==> src/common/emt_pkg.sv <==
// Package for the eight-bit match timer: register map, field layout, encodings.
// Assumes a 32-bit classic Wishbone slave at word-aligned offsets.
// Functional notes
// - Counter starts counting once one of the nine clock sources is selected.
// - External both-edge source increments on rising and falling edges.
// - Wrap from maximum to zero sets wrap flag; interrupt if enabled.
// - Count compared with both constants on each increment; equality sets match flag A or B.
// - Compare-match signal asserted in the last state of equality.
// - Match interrupt raised when the matching enable bit is one.
// - Match drives output pin to the level its select field chooses.
// - Clear mode 01 or 10 clears count on match A or B.
// - Clear mode 11 clears count on clear pin rising edge; pulse at least 1.5 clocks.
// - With trigger gate on, counting halts once any clear has happened.
// - After gated halt, selected trigger pin edge restarts counting.
// - Clear during count write wins; written value discarded.
// - Increment during count write loses; written value stored.
// - Match during constant write is suppressed; write completes.
// - Simultaneous conflicting outputs: toggle beats high beats low.
// - Internal source increments on falling edge of divided clock.
// - Switching source may cause one extra count when old high, new low.
// - Output select: 00 none, 01 low, 10 high, 11 toggle, per match.
// - Output pin is 0 after reset until first compare match.
// - Flags clear only by writing 0 after reading 1.
// - Trigger edge: 00 disabled, 01 rising, 10 falling, 11 both.
package emt_pkg;
    localparam int EMT_AW = 4;
    localparam logic [EMT_AW-1:0] EMT_OFS_CTRL0 = 4'h0;
    localparam logic [EMT_AW-1:0] EMT_OFS_CSR = 4'h1;
    localparam logic [EMT_AW-1:0] EMT_OFS_CONSTA = 4'h2;
    localparam logic [EMT_AW-1:0] EMT_OFS_CONSTB = 4'h3;
    localparam logic [EMT_AW-1:0] EMT_OFS_COUNT = 4'h4;
    localparam logic [EMT_AW-1:0] EMT_OFS_CTRL1 = 4'h5;
    // Control register zero fields
    localparam int EMT_C0_MIEB = 7;
    localparam int EMT_C0_MIEA = 6;
    localparam int EMT_C0_WIE = 5;
    localparam int EMT_C0_CLR_LO = 3;
    localparam int EMT_C0_CKS_LO = 0;
    // Control/status fields
    localparam int EMT_CS_MFB = 7;
    localparam int EMT_CS_MFA = 6;
    localparam int EMT_CS_WF = 5;
    localparam int EMT_CS_RSV = 4;
    localparam int EMT_CS_OSB_LO = 2;
    localparam int EMT_CS_OSA_LO = 0;
    // Control register one fields
    localparam int EMT_C1_TEDGE_LO = 3;
    localparam int EMT_C1_TGATE = 2;
    localparam int EMT_C1_ICKS = 0;
    localparam logic [7:0] EMT_C1_RSV_ONES = 8'hE2;
    localparam logic [7:0] EMT_CONST_RST = 8'hFF;
    localparam logic [7:0] EMT_CNT_MAX = 8'hFF;
    localparam logic [1:0] EMT_OS_NONE = 2'h0;
    localparam logic [1:0] EMT_OS_LOW = 2'h1;
    localparam logic [1:0] EMT_OS_HIGH = 2'h2;
    localparam logic [1:0] EMT_OS_TOG = 2'h3;
    localparam logic [1:0] EMT_CLR_NONE = 2'h0;
    localparam logic [1:0] EMT_CLR_MA = 2'h1;
    localparam logic [1:0] EMT_CLR_MB = 2'h2;
    localparam logic [1:0] EMT_CLR_PIN = 2'h3;
    localparam logic [1:0] EMT_TE_OFF = 2'h0;
    localparam logic [1:0] EMT_TE_RISE = 2'h1;
    localparam logic [1:0] EMT_TE_FALL = 2'h2;
    localparam logic [1:0] EMT_TE_BOTH = 2'h3;
    // Clock select {icks, cks[2:0]}
    localparam logic [2:0] EMT_CKS_EXT_RISE = 3'h5;
    localparam logic [2:0] EMT_CKS_EXT_FALL = 3'h6;
    localparam logic [2:0] EMT_CKS_EXT_BOTH = 3'h7;
    localparam int EMT_PRE_W = 13;
endpackage

==> src/verilog/emt_prescaler.sv <==
// Free-running prescaler giving divided system-clock levels.
// Assumes one clock, synchronous reset and clock enable.
`timescale 1ns/1ps
module emt_prescaler #(
    parameter int W = emt_pkg::EMT_PRE_W
) (
    // Clock and reset
    input wire logic clk_i,
    input wire logic rst_i,
    input wire logic ce_i,
    // Divider taps
    output logic [W-1:0] div_o
);
    import emt_pkg::*;
    typedef struct packed {
        logic [W-1:0] cnt;
    } emt_pre_st_t;
    emt_pre_st_t st_r, st_nxt;

    always_comb begin
        st_nxt = st_r;
        st_nxt.cnt = st_r.cnt + {{(W-1){1'b0}}, 1'b1};
    end

    always_ff @(posedge clk_i) begin
        if (rst_i) begin
            st_r <= '0;
        end else if (ce_i) begin
            st_r <= st_nxt;
        end
    end

    assign div_o = st_r.cnt;
endmodule

==> src/verilog/emt_sync.sv <==
// Two-flop synchroniser for asynchronous pin levels.
// Assumes inputs from outside the clock domain.
`timescale 1ns/1ps
module emt_sync #(
    parameter int N = 3
) (
    // Clock and reset
    input wire logic clk_i,
    input wire logic rst_i,
    input wire logic ce_i,
    // Levels
    input wire logic [N-1:0] d_i,
    output logic [N-1:0] q_o
);
    typedef struct packed {
        logic [N-1:0] s1;
        logic [N-1:0] s2;
    } emt_sync_st_t;
    emt_sync_st_t st_r, st_nxt;

    always_comb begin
        st_nxt = st_r;
        st_nxt.s1 = d_i;
        st_nxt.s2 = st_r.s1;
    end

    always_ff @(posedge clk_i) begin
        if (rst_i) begin
            st_r <= '0;
        end else if (ce_i) begin
            st_r <= st_nxt;
        end
    end

    assign q_o = st_r.s2;
endmodule

==> src/verilog/emt_timer.sv <==
// Eight-bit match timer with Wishbone register slave.
// Assumes pins are asynchronous; the bus runs on clk_i.
`timescale 1ns/1ps
module emt_timer (
    // Clock, reset, enable
    input wire logic clk_i,
    input wire logic rst_i,
    input wire logic ce_i,
    // Wishbone slave
    input wire logic wb_cyc_i,
    input wire logic wb_stb_i,
    input wire logic wb_we_i,
    input wire logic [emt_pkg::EMT_AW+1:0] wb_adr_i,
    input wire logic [3:0] wb_sel_i,
    input wire logic [31:0] wb_dat_i,
    output logic [31:0] wb_dat_o,
    output logic wb_ack_o,
    // Pins
    input wire logic ext_clk_i,
    input wire logic clear_input_pin_i,
    input wire logic trigger_input_pin_i,
    output logic match_output_pin_o,
    // Interrupt requests to CPU
    output logic wrap_irq_o,
    output logic match_irq_a_o,
    output logic match_irq_b_o
);
    import emt_pkg::*;

    typedef struct packed {
        logic [7:0] cnt;
        logic [7:0] ca;
        logic [7:0] cb;
        logic [7:0] ctrl0;
        logic [3:0] os;
        logic [4:0] ctrl1;
        logic fa, fb, fw;
        logic ra, rb, rw;
        logic srcl;
        logic clrp, trgp;
        logic halt;
        logic eqa, eqb;
        logic pin;
        logic ack;
        logic [31:0] dat;
        logic irqw, irqa, irqb;
    } emt_st_t;
    emt_st_t st_r, st_nxt;

    logic [EMT_PRE_W-1:0] div;
    logic [2:0] pins;

    emt_prescaler #(.W(EMT_PRE_W)) u_pre (
        .clk_i(clk_i),
        .rst_i(rst_i),
        .ce_i(ce_i),
        .div_o(div)
    );

    emt_sync #(.N(3)) u_sync (
        .clk_i(clk_i),
        .rst_i(rst_i),
        .ce_i(ce_i),
        .d_i({trigger_input_pin_i, clear_input_pin_i, ext_clk_i}),
        .q_o(pins)
    );

    // Source level: internal taps are divided clocks, external is the pin
    function automatic logic src_level(input logic [3:0] sel, input logic [EMT_PRE_W-1:0] d,
                                       input logic ext);
        logic r;
        r = 1'b0;
        case (sel)
            4'h1: r = d[1];
            4'h2: r = d[4];
            4'h3: r = d[5];
            4'h9: r = d[7];
            4'hA: r = d[9];
            4'hB: r = d[12];
            4'h5, 4'h6, 4'h7, 4'hD, 4'hE, 4'hF: r = ext;
            default: r = 1'b0;
        endcase
        return r;
    endfunction

    logic bus_req, bus_wr, bus_rd;
    logic [EMT_AW-1:0] idx;
    logic [3:0] csel;
    logic src, inc, both_src, rise_src;
    logic mat_a, mat_b, clr_ma, clr_mb, clr_pin, clr;
    logic trg_edge, trg_rise, trg_fall;
    logic wr_cnt, wr_ca, wr_cb, wr_c0, wr_cs, wr_c1;
    logic [1:0] osa, osb;
    logic [1:0] clrm, tedge;
    logic [7:0] csr_rd, wd;
    logic [31:0] rdat;

    always_comb begin
        bus_req = wb_cyc_i && wb_stb_i && !st_r.ack;
        bus_wr = bus_req && wb_we_i && wb_sel_i[0];
        bus_rd = bus_req && !wb_we_i;
        idx = wb_adr_i[EMT_AW+1:2];
        wd = wb_dat_i[7:0];
        wr_c0 = bus_wr && idx == EMT_OFS_CTRL0;
        wr_cs = bus_wr && idx == EMT_OFS_CSR;
        wr_ca = bus_wr && idx == EMT_OFS_CONSTA;
        wr_cb = bus_wr && idx == EMT_OFS_CONSTB;
        wr_cnt = bus_wr && idx == EMT_OFS_COUNT;
        wr_c1 = bus_wr && idx == EMT_OFS_CTRL1;
        osa = st_r.os[EMT_CS_OSA_LO +: 2];
        osb = st_r.os[EMT_CS_OSB_LO +: 2];
        clrm = st_r.ctrl0[EMT_C0_CLR_LO +: 2];
        tedge = st_r.ctrl1[EMT_C1_TEDGE_LO +: 2];
        csel = {st_r.ctrl1[EMT_C1_ICKS], st_r.ctrl0[EMT_C0_CKS_LO +: 3]};
        src = src_level(csel, div, pins[0]);
        both_src = csel[2:0] == EMT_CKS_EXT_BOTH;
        rise_src = csel[2:0] == EMT_CKS_EXT_RISE;
        // Falling edge counts for internal taps; a switch from high to low counts once
        inc = csel[2:0] != 3'h0 && csel[2:0] != 3'h4 && !st_r.halt &&
              (both_src ? (src != st_r.srcl) :
               rise_src ? (src && !st_r.srcl) : (!src && st_r.srcl));
        // Match on the increment leaving equality, so its last state is sampled; clear in the same cycle
        mat_a = st_r.cnt == st_r.ca && !wr_ca && inc;
        mat_b = st_r.cnt == st_r.cb && !wr_cb && inc;
        clr_ma = clrm == EMT_CLR_MA && mat_a;
        clr_mb = clrm == EMT_CLR_MB && mat_b;
        clr_pin = clrm == EMT_CLR_PIN && pins[1] && !st_r.clrp;
        clr = clr_ma || clr_mb || clr_pin;
        trg_rise = pins[2] && !st_r.trgp;
        trg_fall = !pins[2] && st_r.trgp;
        trg_edge = (tedge == EMT_TE_RISE && trg_rise) || (tedge == EMT_TE_FALL && trg_fall) ||
                   (tedge == EMT_TE_BOTH && (trg_rise || trg_fall));
        csr_rd = 8'h00;
        csr_rd[EMT_CS_MFB] = st_r.fb;
        csr_rd[EMT_CS_MFA] = st_r.fa;
        csr_rd[EMT_CS_WF] = st_r.fw;
        csr_rd[EMT_CS_RSV] = 1'b1;
        csr_rd[3:0] = st_r.os;
        case (idx)
            EMT_OFS_CTRL0: rdat = {24'h000000, st_r.ctrl0};
            EMT_OFS_CSR: rdat = {24'h000000, csr_rd};
            EMT_OFS_CONSTA: rdat = {24'h000000, st_r.ca};
            EMT_OFS_CONSTB: rdat = {24'h000000, st_r.cb};
            EMT_OFS_COUNT: rdat = {24'h000000, st_r.cnt};
            EMT_OFS_CTRL1: rdat = {24'h000000, EMT_C1_RSV_ONES | {3'h0, st_r.ctrl1}};
            default: rdat = 32'h00000000;
        endcase
    end

    always_comb begin
        st_nxt = st_r;
        st_nxt.srcl = src;
        st_nxt.clrp = pins[1];
        st_nxt.trgp = pins[2];
        st_nxt.ack = bus_req;
        st_nxt.dat = bus_rd ? rdat : 32'h00000000;
        // Clear beats write beats increment
        if (clr) begin
            st_nxt.cnt = 8'h00;
        end else if (wr_cnt) begin
            st_nxt.cnt = wd;
        end else if (inc) begin
            st_nxt.cnt = st_r.cnt + 8'h01;
        end
        if (clr && st_r.ctrl1[EMT_C1_TGATE]) begin
            st_nxt.halt = 1'b1;
        end else if (st_r.halt && (trg_edge || !st_r.ctrl1[EMT_C1_TGATE])) begin
            st_nxt.halt = 1'b0;
        end
        if (wr_ca) st_nxt.ca = wd;
        if (wr_cb) st_nxt.cb = wd;
        if (wr_c0) st_nxt.ctrl0 = wd;
        if (wr_c1) st_nxt.ctrl1 = wd[4:0];
        if (bus_rd && idx == EMT_OFS_CSR) begin
            st_nxt.ra = st_r.fa;
            st_nxt.rb = st_r.fb;
            st_nxt.rw = st_r.fw;
        end
        if (wr_cs) begin
            st_nxt.os = wd[3:0];
            // Write 0 after reading 1 clears; set wins below
            if (!wd[EMT_CS_MFA] && st_r.ra) st_nxt.fa = 1'b0;
            if (!wd[EMT_CS_MFB] && st_r.rb) st_nxt.fb = 1'b0;
            if (!wd[EMT_CS_WF] && st_r.rw) st_nxt.fw = 1'b0;
            st_nxt.ra = 1'b0;
            st_nxt.rb = 1'b0;
            st_nxt.rw = 1'b0;
        end
        if (mat_a) st_nxt.fa = 1'b1;
        if (mat_b) st_nxt.fb = 1'b1;
        if (inc && !clr && !wr_cnt && st_r.cnt == EMT_CNT_MAX) st_nxt.fw = 1'b1;
        // Priority toggle, high, low
        if ((mat_a && osa == EMT_OS_TOG) || (mat_b && osb == EMT_OS_TOG)) begin
            st_nxt.pin = !st_r.pin;
        end else if ((mat_a && osa == EMT_OS_HIGH) || (mat_b && osb == EMT_OS_HIGH)) begin
            st_nxt.pin = 1'b1;
        end else if ((mat_a && osa == EMT_OS_LOW) || (mat_b && osb == EMT_OS_LOW)) begin
            st_nxt.pin = 1'b0;
        end
        st_nxt.irqw = st_nxt.fw && st_r.ctrl0[EMT_C0_WIE];
        st_nxt.irqa = st_nxt.fa && st_r.ctrl0[EMT_C0_MIEA];
        st_nxt.irqb = st_nxt.fb && st_r.ctrl0[EMT_C0_MIEB];
        st_nxt.eqa = mat_a;
        st_nxt.eqb = mat_b;
    end

    always_ff @(posedge clk_i) begin
        if (rst_i) begin
            st_r <= '0;
            st_r.ca <= EMT_CONST_RST;
            st_r.cb <= EMT_CONST_RST;
            st_r.pin <= 1'b0;
        end else if (ce_i) begin
            st_r <= st_nxt;
        end
    end

    assign wb_ack_o = st_r.ack;
    assign wb_dat_o = st_r.dat;
    assign match_output_pin_o = st_r.pin;
    assign wrap_irq_o = st_r.irqw;
    assign match_irq_a_o = st_r.irqa;
    assign match_irq_b_o = st_r.irqb;

    a_ack_one: assert property (@(posedge clk_i) disable iff (rst_i)
        ce_i && st_r.ack |=> !st_r.ack) else $error("ack held two cycles");
    a_flag_a_set: assert property (@(posedge clk_i) disable iff (rst_i)
        ce_i && mat_a |=> st_r.fa) else $error("match flag a not set");
    a_wrap_set: assert property (@(posedge clk_i) disable iff (rst_i)
        ce_i && inc && !clr && !wr_cnt && st_r.cnt == 8'hFF |=> st_r.fw && st_r.cnt == 8'h00)
        else $error("wrap not flagged");
    a_clear_wins: assert property (@(posedge clk_i) disable iff (rst_i)
        ce_i && clr |=> st_r.cnt == 8'h00) else $error("clear lost");
    a_write_wins: assert property (@(posedge clk_i) disable iff (rst_i)
        ce_i && wr_cnt && !clr |=> st_r.cnt == $past(wb_dat_i[7:0])) else $error("write lost");
    a_const_supp: assert property (@(posedge clk_i) disable iff (rst_i)
        wr_ca |-> !mat_a) else $error("match during write");
    a_none_clear: assert property (@(posedge clk_i) disable iff (rst_i)
        clrm == EMT_CLR_NONE |-> !clr) else $error("clear in mode none");
    a_gate_halt: assert property (@(posedge clk_i) disable iff (rst_i)
        ce_i && clr && st_r.ctrl1[EMT_C1_TGATE] |=> st_r.halt) else $error("no halt");
    // Next flag value, since a flag cleared in this cycle drops its request too
    a_irq_a: assert property (@(posedge clk_i) disable iff (rst_i)
        ce_i && st_nxt.fa && st_r.ctrl0[EMT_C0_MIEA] |=> match_irq_a_o) else $error("irq a");
    a_irq_b: assert property (@(posedge clk_i) disable iff (rst_i)
        ce_i && st_nxt.fb && st_r.ctrl0[EMT_C0_MIEB] |=> match_irq_b_o)
        else $error("irq b");
    a_irq_wrap: assert property (@(posedge clk_i) disable iff (rst_i)
        ce_i && st_nxt.fw && st_r.ctrl0[EMT_C0_WIE] |=> wrap_irq_o)
        else $error("wrap irq");
    a_flag_b_set: assert property (@(posedge clk_i) disable iff (rst_i)
        ce_i && mat_b |=> st_r.fb)
        else $error("match flag b not set");
    a_pin_reset: assert property (@(posedge clk_i)
        $past(rst_i) && !rst_i |-> !match_output_pin_o)
        else $error("pin not low after reset");
    a_clear_ma: assert property (@(posedge clk_i) disable iff (rst_i)
        ce_i && clrm == EMT_CLR_MA && mat_a |=> st_r.cnt == 8'h00)
        else $error("no clear on match a");
    a_clear_mb: assert property (@(posedge clk_i) disable iff (rst_i)
        ce_i && clrm == EMT_CLR_MB && mat_b |=> st_r.cnt == 8'h00)
        else $error("no clear on match b");
    a_pin_clear: assert property (@(posedge clk_i) disable iff (rst_i)
        ce_i && clrm == EMT_CLR_PIN && pins[1] && !st_r.clrp |=> st_r.cnt == 8'h00)
        else $error("no clear on pin edge");
    a_trig_resume: assert property (@(posedge clk_i) disable iff (rst_i)
        ce_i && st_r.halt && trg_edge && !clr |=> !st_r.halt)
        else $error("trigger did not restart");
    a_halt_hold: assert property (@(posedge clk_i) disable iff (rst_i)
        st_r.halt |-> !inc)
        else $error("count while halted");
    a_trig_off: assert property (@(posedge clk_i) disable iff (rst_i)
        tedge == EMT_TE_OFF |-> !trg_edge)
        else $error("trigger while disabled");
    a_pin_high: assert property (@(posedge clk_i) disable iff (rst_i)
        ce_i && mat_a && osa == EMT_OS_HIGH && !(mat_b && osb == EMT_OS_TOG) |=> st_r.pin)
        else $error("pin not driven high");
    a_pin_low: assert property (@(posedge clk_i) disable iff (rst_i)
        ce_i && mat_a && osa == EMT_OS_LOW && !mat_b |=> !st_r.pin)
        else $error("pin not driven low");
    a_pin_hold: assert property (@(posedge clk_i) disable iff (rst_i)
        ce_i && !mat_a && !mat_b |=> $stable(st_r.pin))
        else $error("pin moved without match");
    a_flag_keep: assert property (@(posedge clk_i) disable iff (rst_i)
        ce_i && wr_cs && !wd[EMT_CS_MFA] && !st_r.ra && st_r.fa |=> st_r.fa)
        else $error("flag cleared without read");
    a_stop_sel: assert property (@(posedge clk_i) disable iff (rst_i)
        csel[2:0] == 3'h0 |-> !inc)
        else $error("count with no source");
    a_count_inc: assert property (@(posedge clk_i) disable iff (rst_i)
        ce_i && inc && !clr && !wr_cnt |=> st_r.cnt == $past(st_r.cnt) + 8'h01)
        else $error("increment lost");
    a_both_edge: assert property (@(posedge clk_i) disable iff (rst_i)
        both_src && !st_r.halt && src != st_r.srcl |-> inc)
        else $error("both-edge count missed");
    a_toggle_pin: assert property (@(posedge clk_i) disable iff (rst_i)
        ce_i && mat_a && osa == EMT_OS_TOG |=> st_r.pin != $past(st_r.pin))
        else $error("no toggle");
    c_wrap: cover property (@(posedge clk_i) st_r.fw);
    c_match_b: cover property (@(posedge clk_i) mat_b);
    c_pin_clear: cover property (@(posedge clk_i) clr_pin);
    c_trig_restart: cover property (@(posedge clk_i) st_r.halt && trg_edge);
endmodule

==> config.mk <==
export PLATFORM = sky130hd
export DESIGN_NAME = emt_timer
export DESIGN_NICKNAME = d
export VERILOG_FILES = /design/src/common/emt_pkg.sv /design/src/verilog/emt_prescaler.sv /design/src/verilog/emt_sync.sv /design/src/verilog/emt_timer.sv
export SDC_FILE = /design/constraint.sdc
export NUM_CORES = 1
export LEC_CHECK = 0
export ABC_AREA = 1
export ABC_CLOCK_PERIOD_IN_PS = 3300
export CAP_MARGIN = 30
export CORE_UTILIZATION = 66
export CTS_BUF_LIST = sky130_fd_sc_hd__clkbuf_2
export DETAILED_ROUTE_END_ITERATION = 10
export DONT_BUFFER_PORTS = 1
export PLACE_DENSITY = 0.82
export SKIP_CTS_REPAIR_TIMING = 1
export SLEW_MARGIN = 15
export SYNTH_ARGS = -nofsm -noshare
export SYNTH_HDL_FRONTEND = slang
export SYNTH_SLANG_ARGS = --single-unit
export TNS_END_PERCENT = 50
==> constraint.sdc <==
create_clock -name clk_i -period 3.3 [get_ports clk_i]
set_clock_uncertainty 0.1 [all_clocks]
set_input_delay 0.66 -clock clk_i [delete_from_list [all_inputs] [get_ports clk_i]]
set_output_delay 0.66 -clock clk_i [all_outputs]
set_load 0.005 [all_outputs]
==> metrics.cfg <==
[clock_tree]
htree_num_levels=3
clk_pin_slew_ns=0.22
clock_sinks=82
insertion_delay_ns=0.54
clock_path_buffers=2
cts_tree=yes
cts_inserted_buffers=9
buffer_cell_driving_the_clock_tree_root=clkbuf_2

[detailed_routing]
post-route-drc-count=10
wl_per_cell_um=15.75
routed_wirelength_mm=11.29
drt_pass1_iterations=10
avgViaCountPerCell=6.045
dr.first_iter.drc_count=446
final_antenna_net_count=0
num_vias=4334

[critical_path]
crit_required_ns=3.67
worstPathArrival_ns=3.13
setup.worst_path.class=register to register
worst_setup_path_start_kind=register
critPathMaxFanout=7
worstRegToRegCells=17
worstSetupEndpointType=register

[timing]
grt_setup_unrepaired=no
fmax_mhz=362.4
setup_viol=0
tightest_slew_ns=0.6213
fin_crit_sh=0.8362
slew_headroom=0.5850
fin_tns_setup_ns=0
final_period_minus_worst_setup_slack_ns=2.759
fin_ws_ns=0.5407
final-max-slew-violation-count=0
hold_violations=0

[cells_and_area]
design_area_um2=4528
final_layout_size_suffix_gt1_frac=0.08125
fillCellCount=563
mostFrequentLayoutCell=nand2_1
nNetsFinal=692
most-common-layout-cells=nand2_1, dfxtp_1, inv_1
area.growth.synth_to_final_pct=-0.05529
post-route-util=0.6972
diodes=0

[global_routing]
largest_net_degree_at_the_start_of_global_routing=60
grt_overflow_total=0
grt_use_total=0.3224
grt_pass1_vias=3898
global_route_wire_length_before_repair_mm=18.32
antenna_found_initial=0

[floorplanning]
floorplan.die_area_um2=7200
design.core.area_um2=6495
floorplan.initialDensity=0.6976
die_x_extent_um=84.85
std_cell_rows=29
ios=88
die_height_um=84.85

[placed_design]
finalWeightedCongestion=0.9036
post_place_worst_slack_ns=0.6758
dpl-instance-area_um2=4404
post-dp-hpwl_mm=7.941
io_buffers=0

[power]
irDropWorstVdd_mv=0.2155
leakagePower_nw=1.979
powerDensity_nw_per_um2=361.3

[synthesis]
synthDistinctLibCells=43
yosys_warnings=0
cell_area_after_synthesis_um2=4531
synthesis.instances=649
postSynth.asyncResetShare=0
synth-seq-area-share=0.3623
synth_edf_count=0
syn-mean-instance-area_um2=6.981
ys_seq_elements=82
postSynth.topFlopCell=dfxtp_1

[job]
maxCapViolations=0

[min_path]
holdPathStages=1
holdCritPathClass=input port to register

[run_status]
outcome=complete, but fails checks
failing_checks=DRC

[worst paths after layout]
path,startpoint,endpoint,slack (ns)
setup / recovery,csel[0]$_SDFFE_PP0P_,st_r[89]$_SDFFE_PP0P_,0.54
hold / removal,rst_i,wb_dat_o[6]$_SDFFE_PP0P_,0.06
setup reg to reg,csel[0]$_SDFFE_PP0P_,st_r[89]$_SDFFE_PP0P_,0.54
hold reg to reg,wb_dat_o[2]$_SDFFE_PP0P_,wb_dat_o[2]$_SDFFE_PP0P_,0.39
[worst max-delay path, stage by stage (launching register included)]
cell and delay [ns]:
dfxtp_1 0.52, inv_2 0.10, nand2_1 0.07, nor2_1 0.04, o31ai_1 0.24, nand2_1 0.08, nand3_1 0.13, inv_1 0.06
ha_1 0.19, nand4_1 0.10, nand3_2 0.10, nand2_4 0.11, inv_4 0.07, nand4_4 0.15, nand3_1 0.25, nor2_1 0.16
nand3_1 0.08, a21oi_1 0.14
[registers in the layout, summed over array words and instances, names as in the netlist]
| signal | cells |
|---|---|
| clrm | 2 |
| st_r | 37 |
| csr_rd | 7 |
| u_sync.st_nxt | 3 |
| wrap_irq_o | 1 |
| wb_ack_o | 1 |
| csel | 4 |
| u_pre.div_o | 13 |
| match_irq_a_o | 1 |
| wb_dat_o | 8 |
| u_sync.q_o | 3 |
| match_output_pin_o | 1 |
| match_irq_b_o | 1 |
[kinds of logic (layout without fill, tap and decap cells)]
logic type	count (synthesis)	count (layout)	share of synthesized area
compound gates	164	164	0.2049
xor+xnor	7	7	0.01353
fa+ha+maj	6	6	0.01657
buf+inv	128	96	0.1367
flops	82	82	0.3623
other cells	1	24	0.0008277
simple gates	261	261	0.2651
[routing by layer]
| layer | track usage | vias to the layer above | wire length [µm] | share of wire |
|---|---|---|---|---|
| met4 | 0.1525 | 0 | 425 | 0.038 |
| met1 | 0.4223 | 1925 | 4682 | 0.41 |
| met3 | 0.06226 | 42 | 1241 | 0.11 |
| met5 | 0 | - | 0 | 0 |
| li1 | - | 2086 | - | - |
| met2 | 0.5152 | 281 | 4943 | 0.44 |
[layout make-up]
type | count | area (µm²) | share of cell area
clock buffers | 9 | 45.04 | 0.009948
well taps | 77 | 96.34 | 0.02128
clock inverters | 7 | 68.82 | 0.01520
flip-flops and latches | 82 | 1642 | 0.3625
repair buffers | 4 | 32.53 | 0.007184
multi-input cells | 462 | 2356 | 0.5203
inverters | 76 | 287.8 | 0.06355
[stage by stage]
stage          power [mW]  hold WS (ns)  cells
2_1_floorplan       1.122        0.3447    672
3_3_place_gp        1.113        0.3588    700
3_5_place_dp        1.116        0.3682    700
4_1_cts             1.632       0.02941    716
5_1_grt             1.701     0.0005282    717
6_report            1.636       0.05786    717
[power by group]
part           leakage, nW  internal [mW]  total [mW]  switching (mW)
registers            0.664           1.00        1.01         0.00803
clock network       0.0697          0.174       0.533           0.359
logic                 1.25         0.0225      0.0909          0.0684
total                 1.98           1.20        1.64           0.435
[Yosys cell counts (5+ instances only)]
master,count,area (µm²)
a21oi_1,65,325.3
buf_4,33,247.7
clkbuf_1,11,41.29
dfxtp_1,82,1642
ha_1,6,75.07
inv_1,68,255.2
inv_2,7,26.28
nand2_1,134,503.0
nand2_2,5,31.28
nand3_1,26,130.1
nand4_1,13,81.33
nor2_1,49,183.9
nor2_2,7,43.79
nor3_1,12,60.06
o211ai_1,17,127.6
o21ai_0,54,270.3
o22ai_1,12,75.07
o31ai_1,5,37.54
xor2_1,7,61.31
Power figures use the tool's default switching activity.
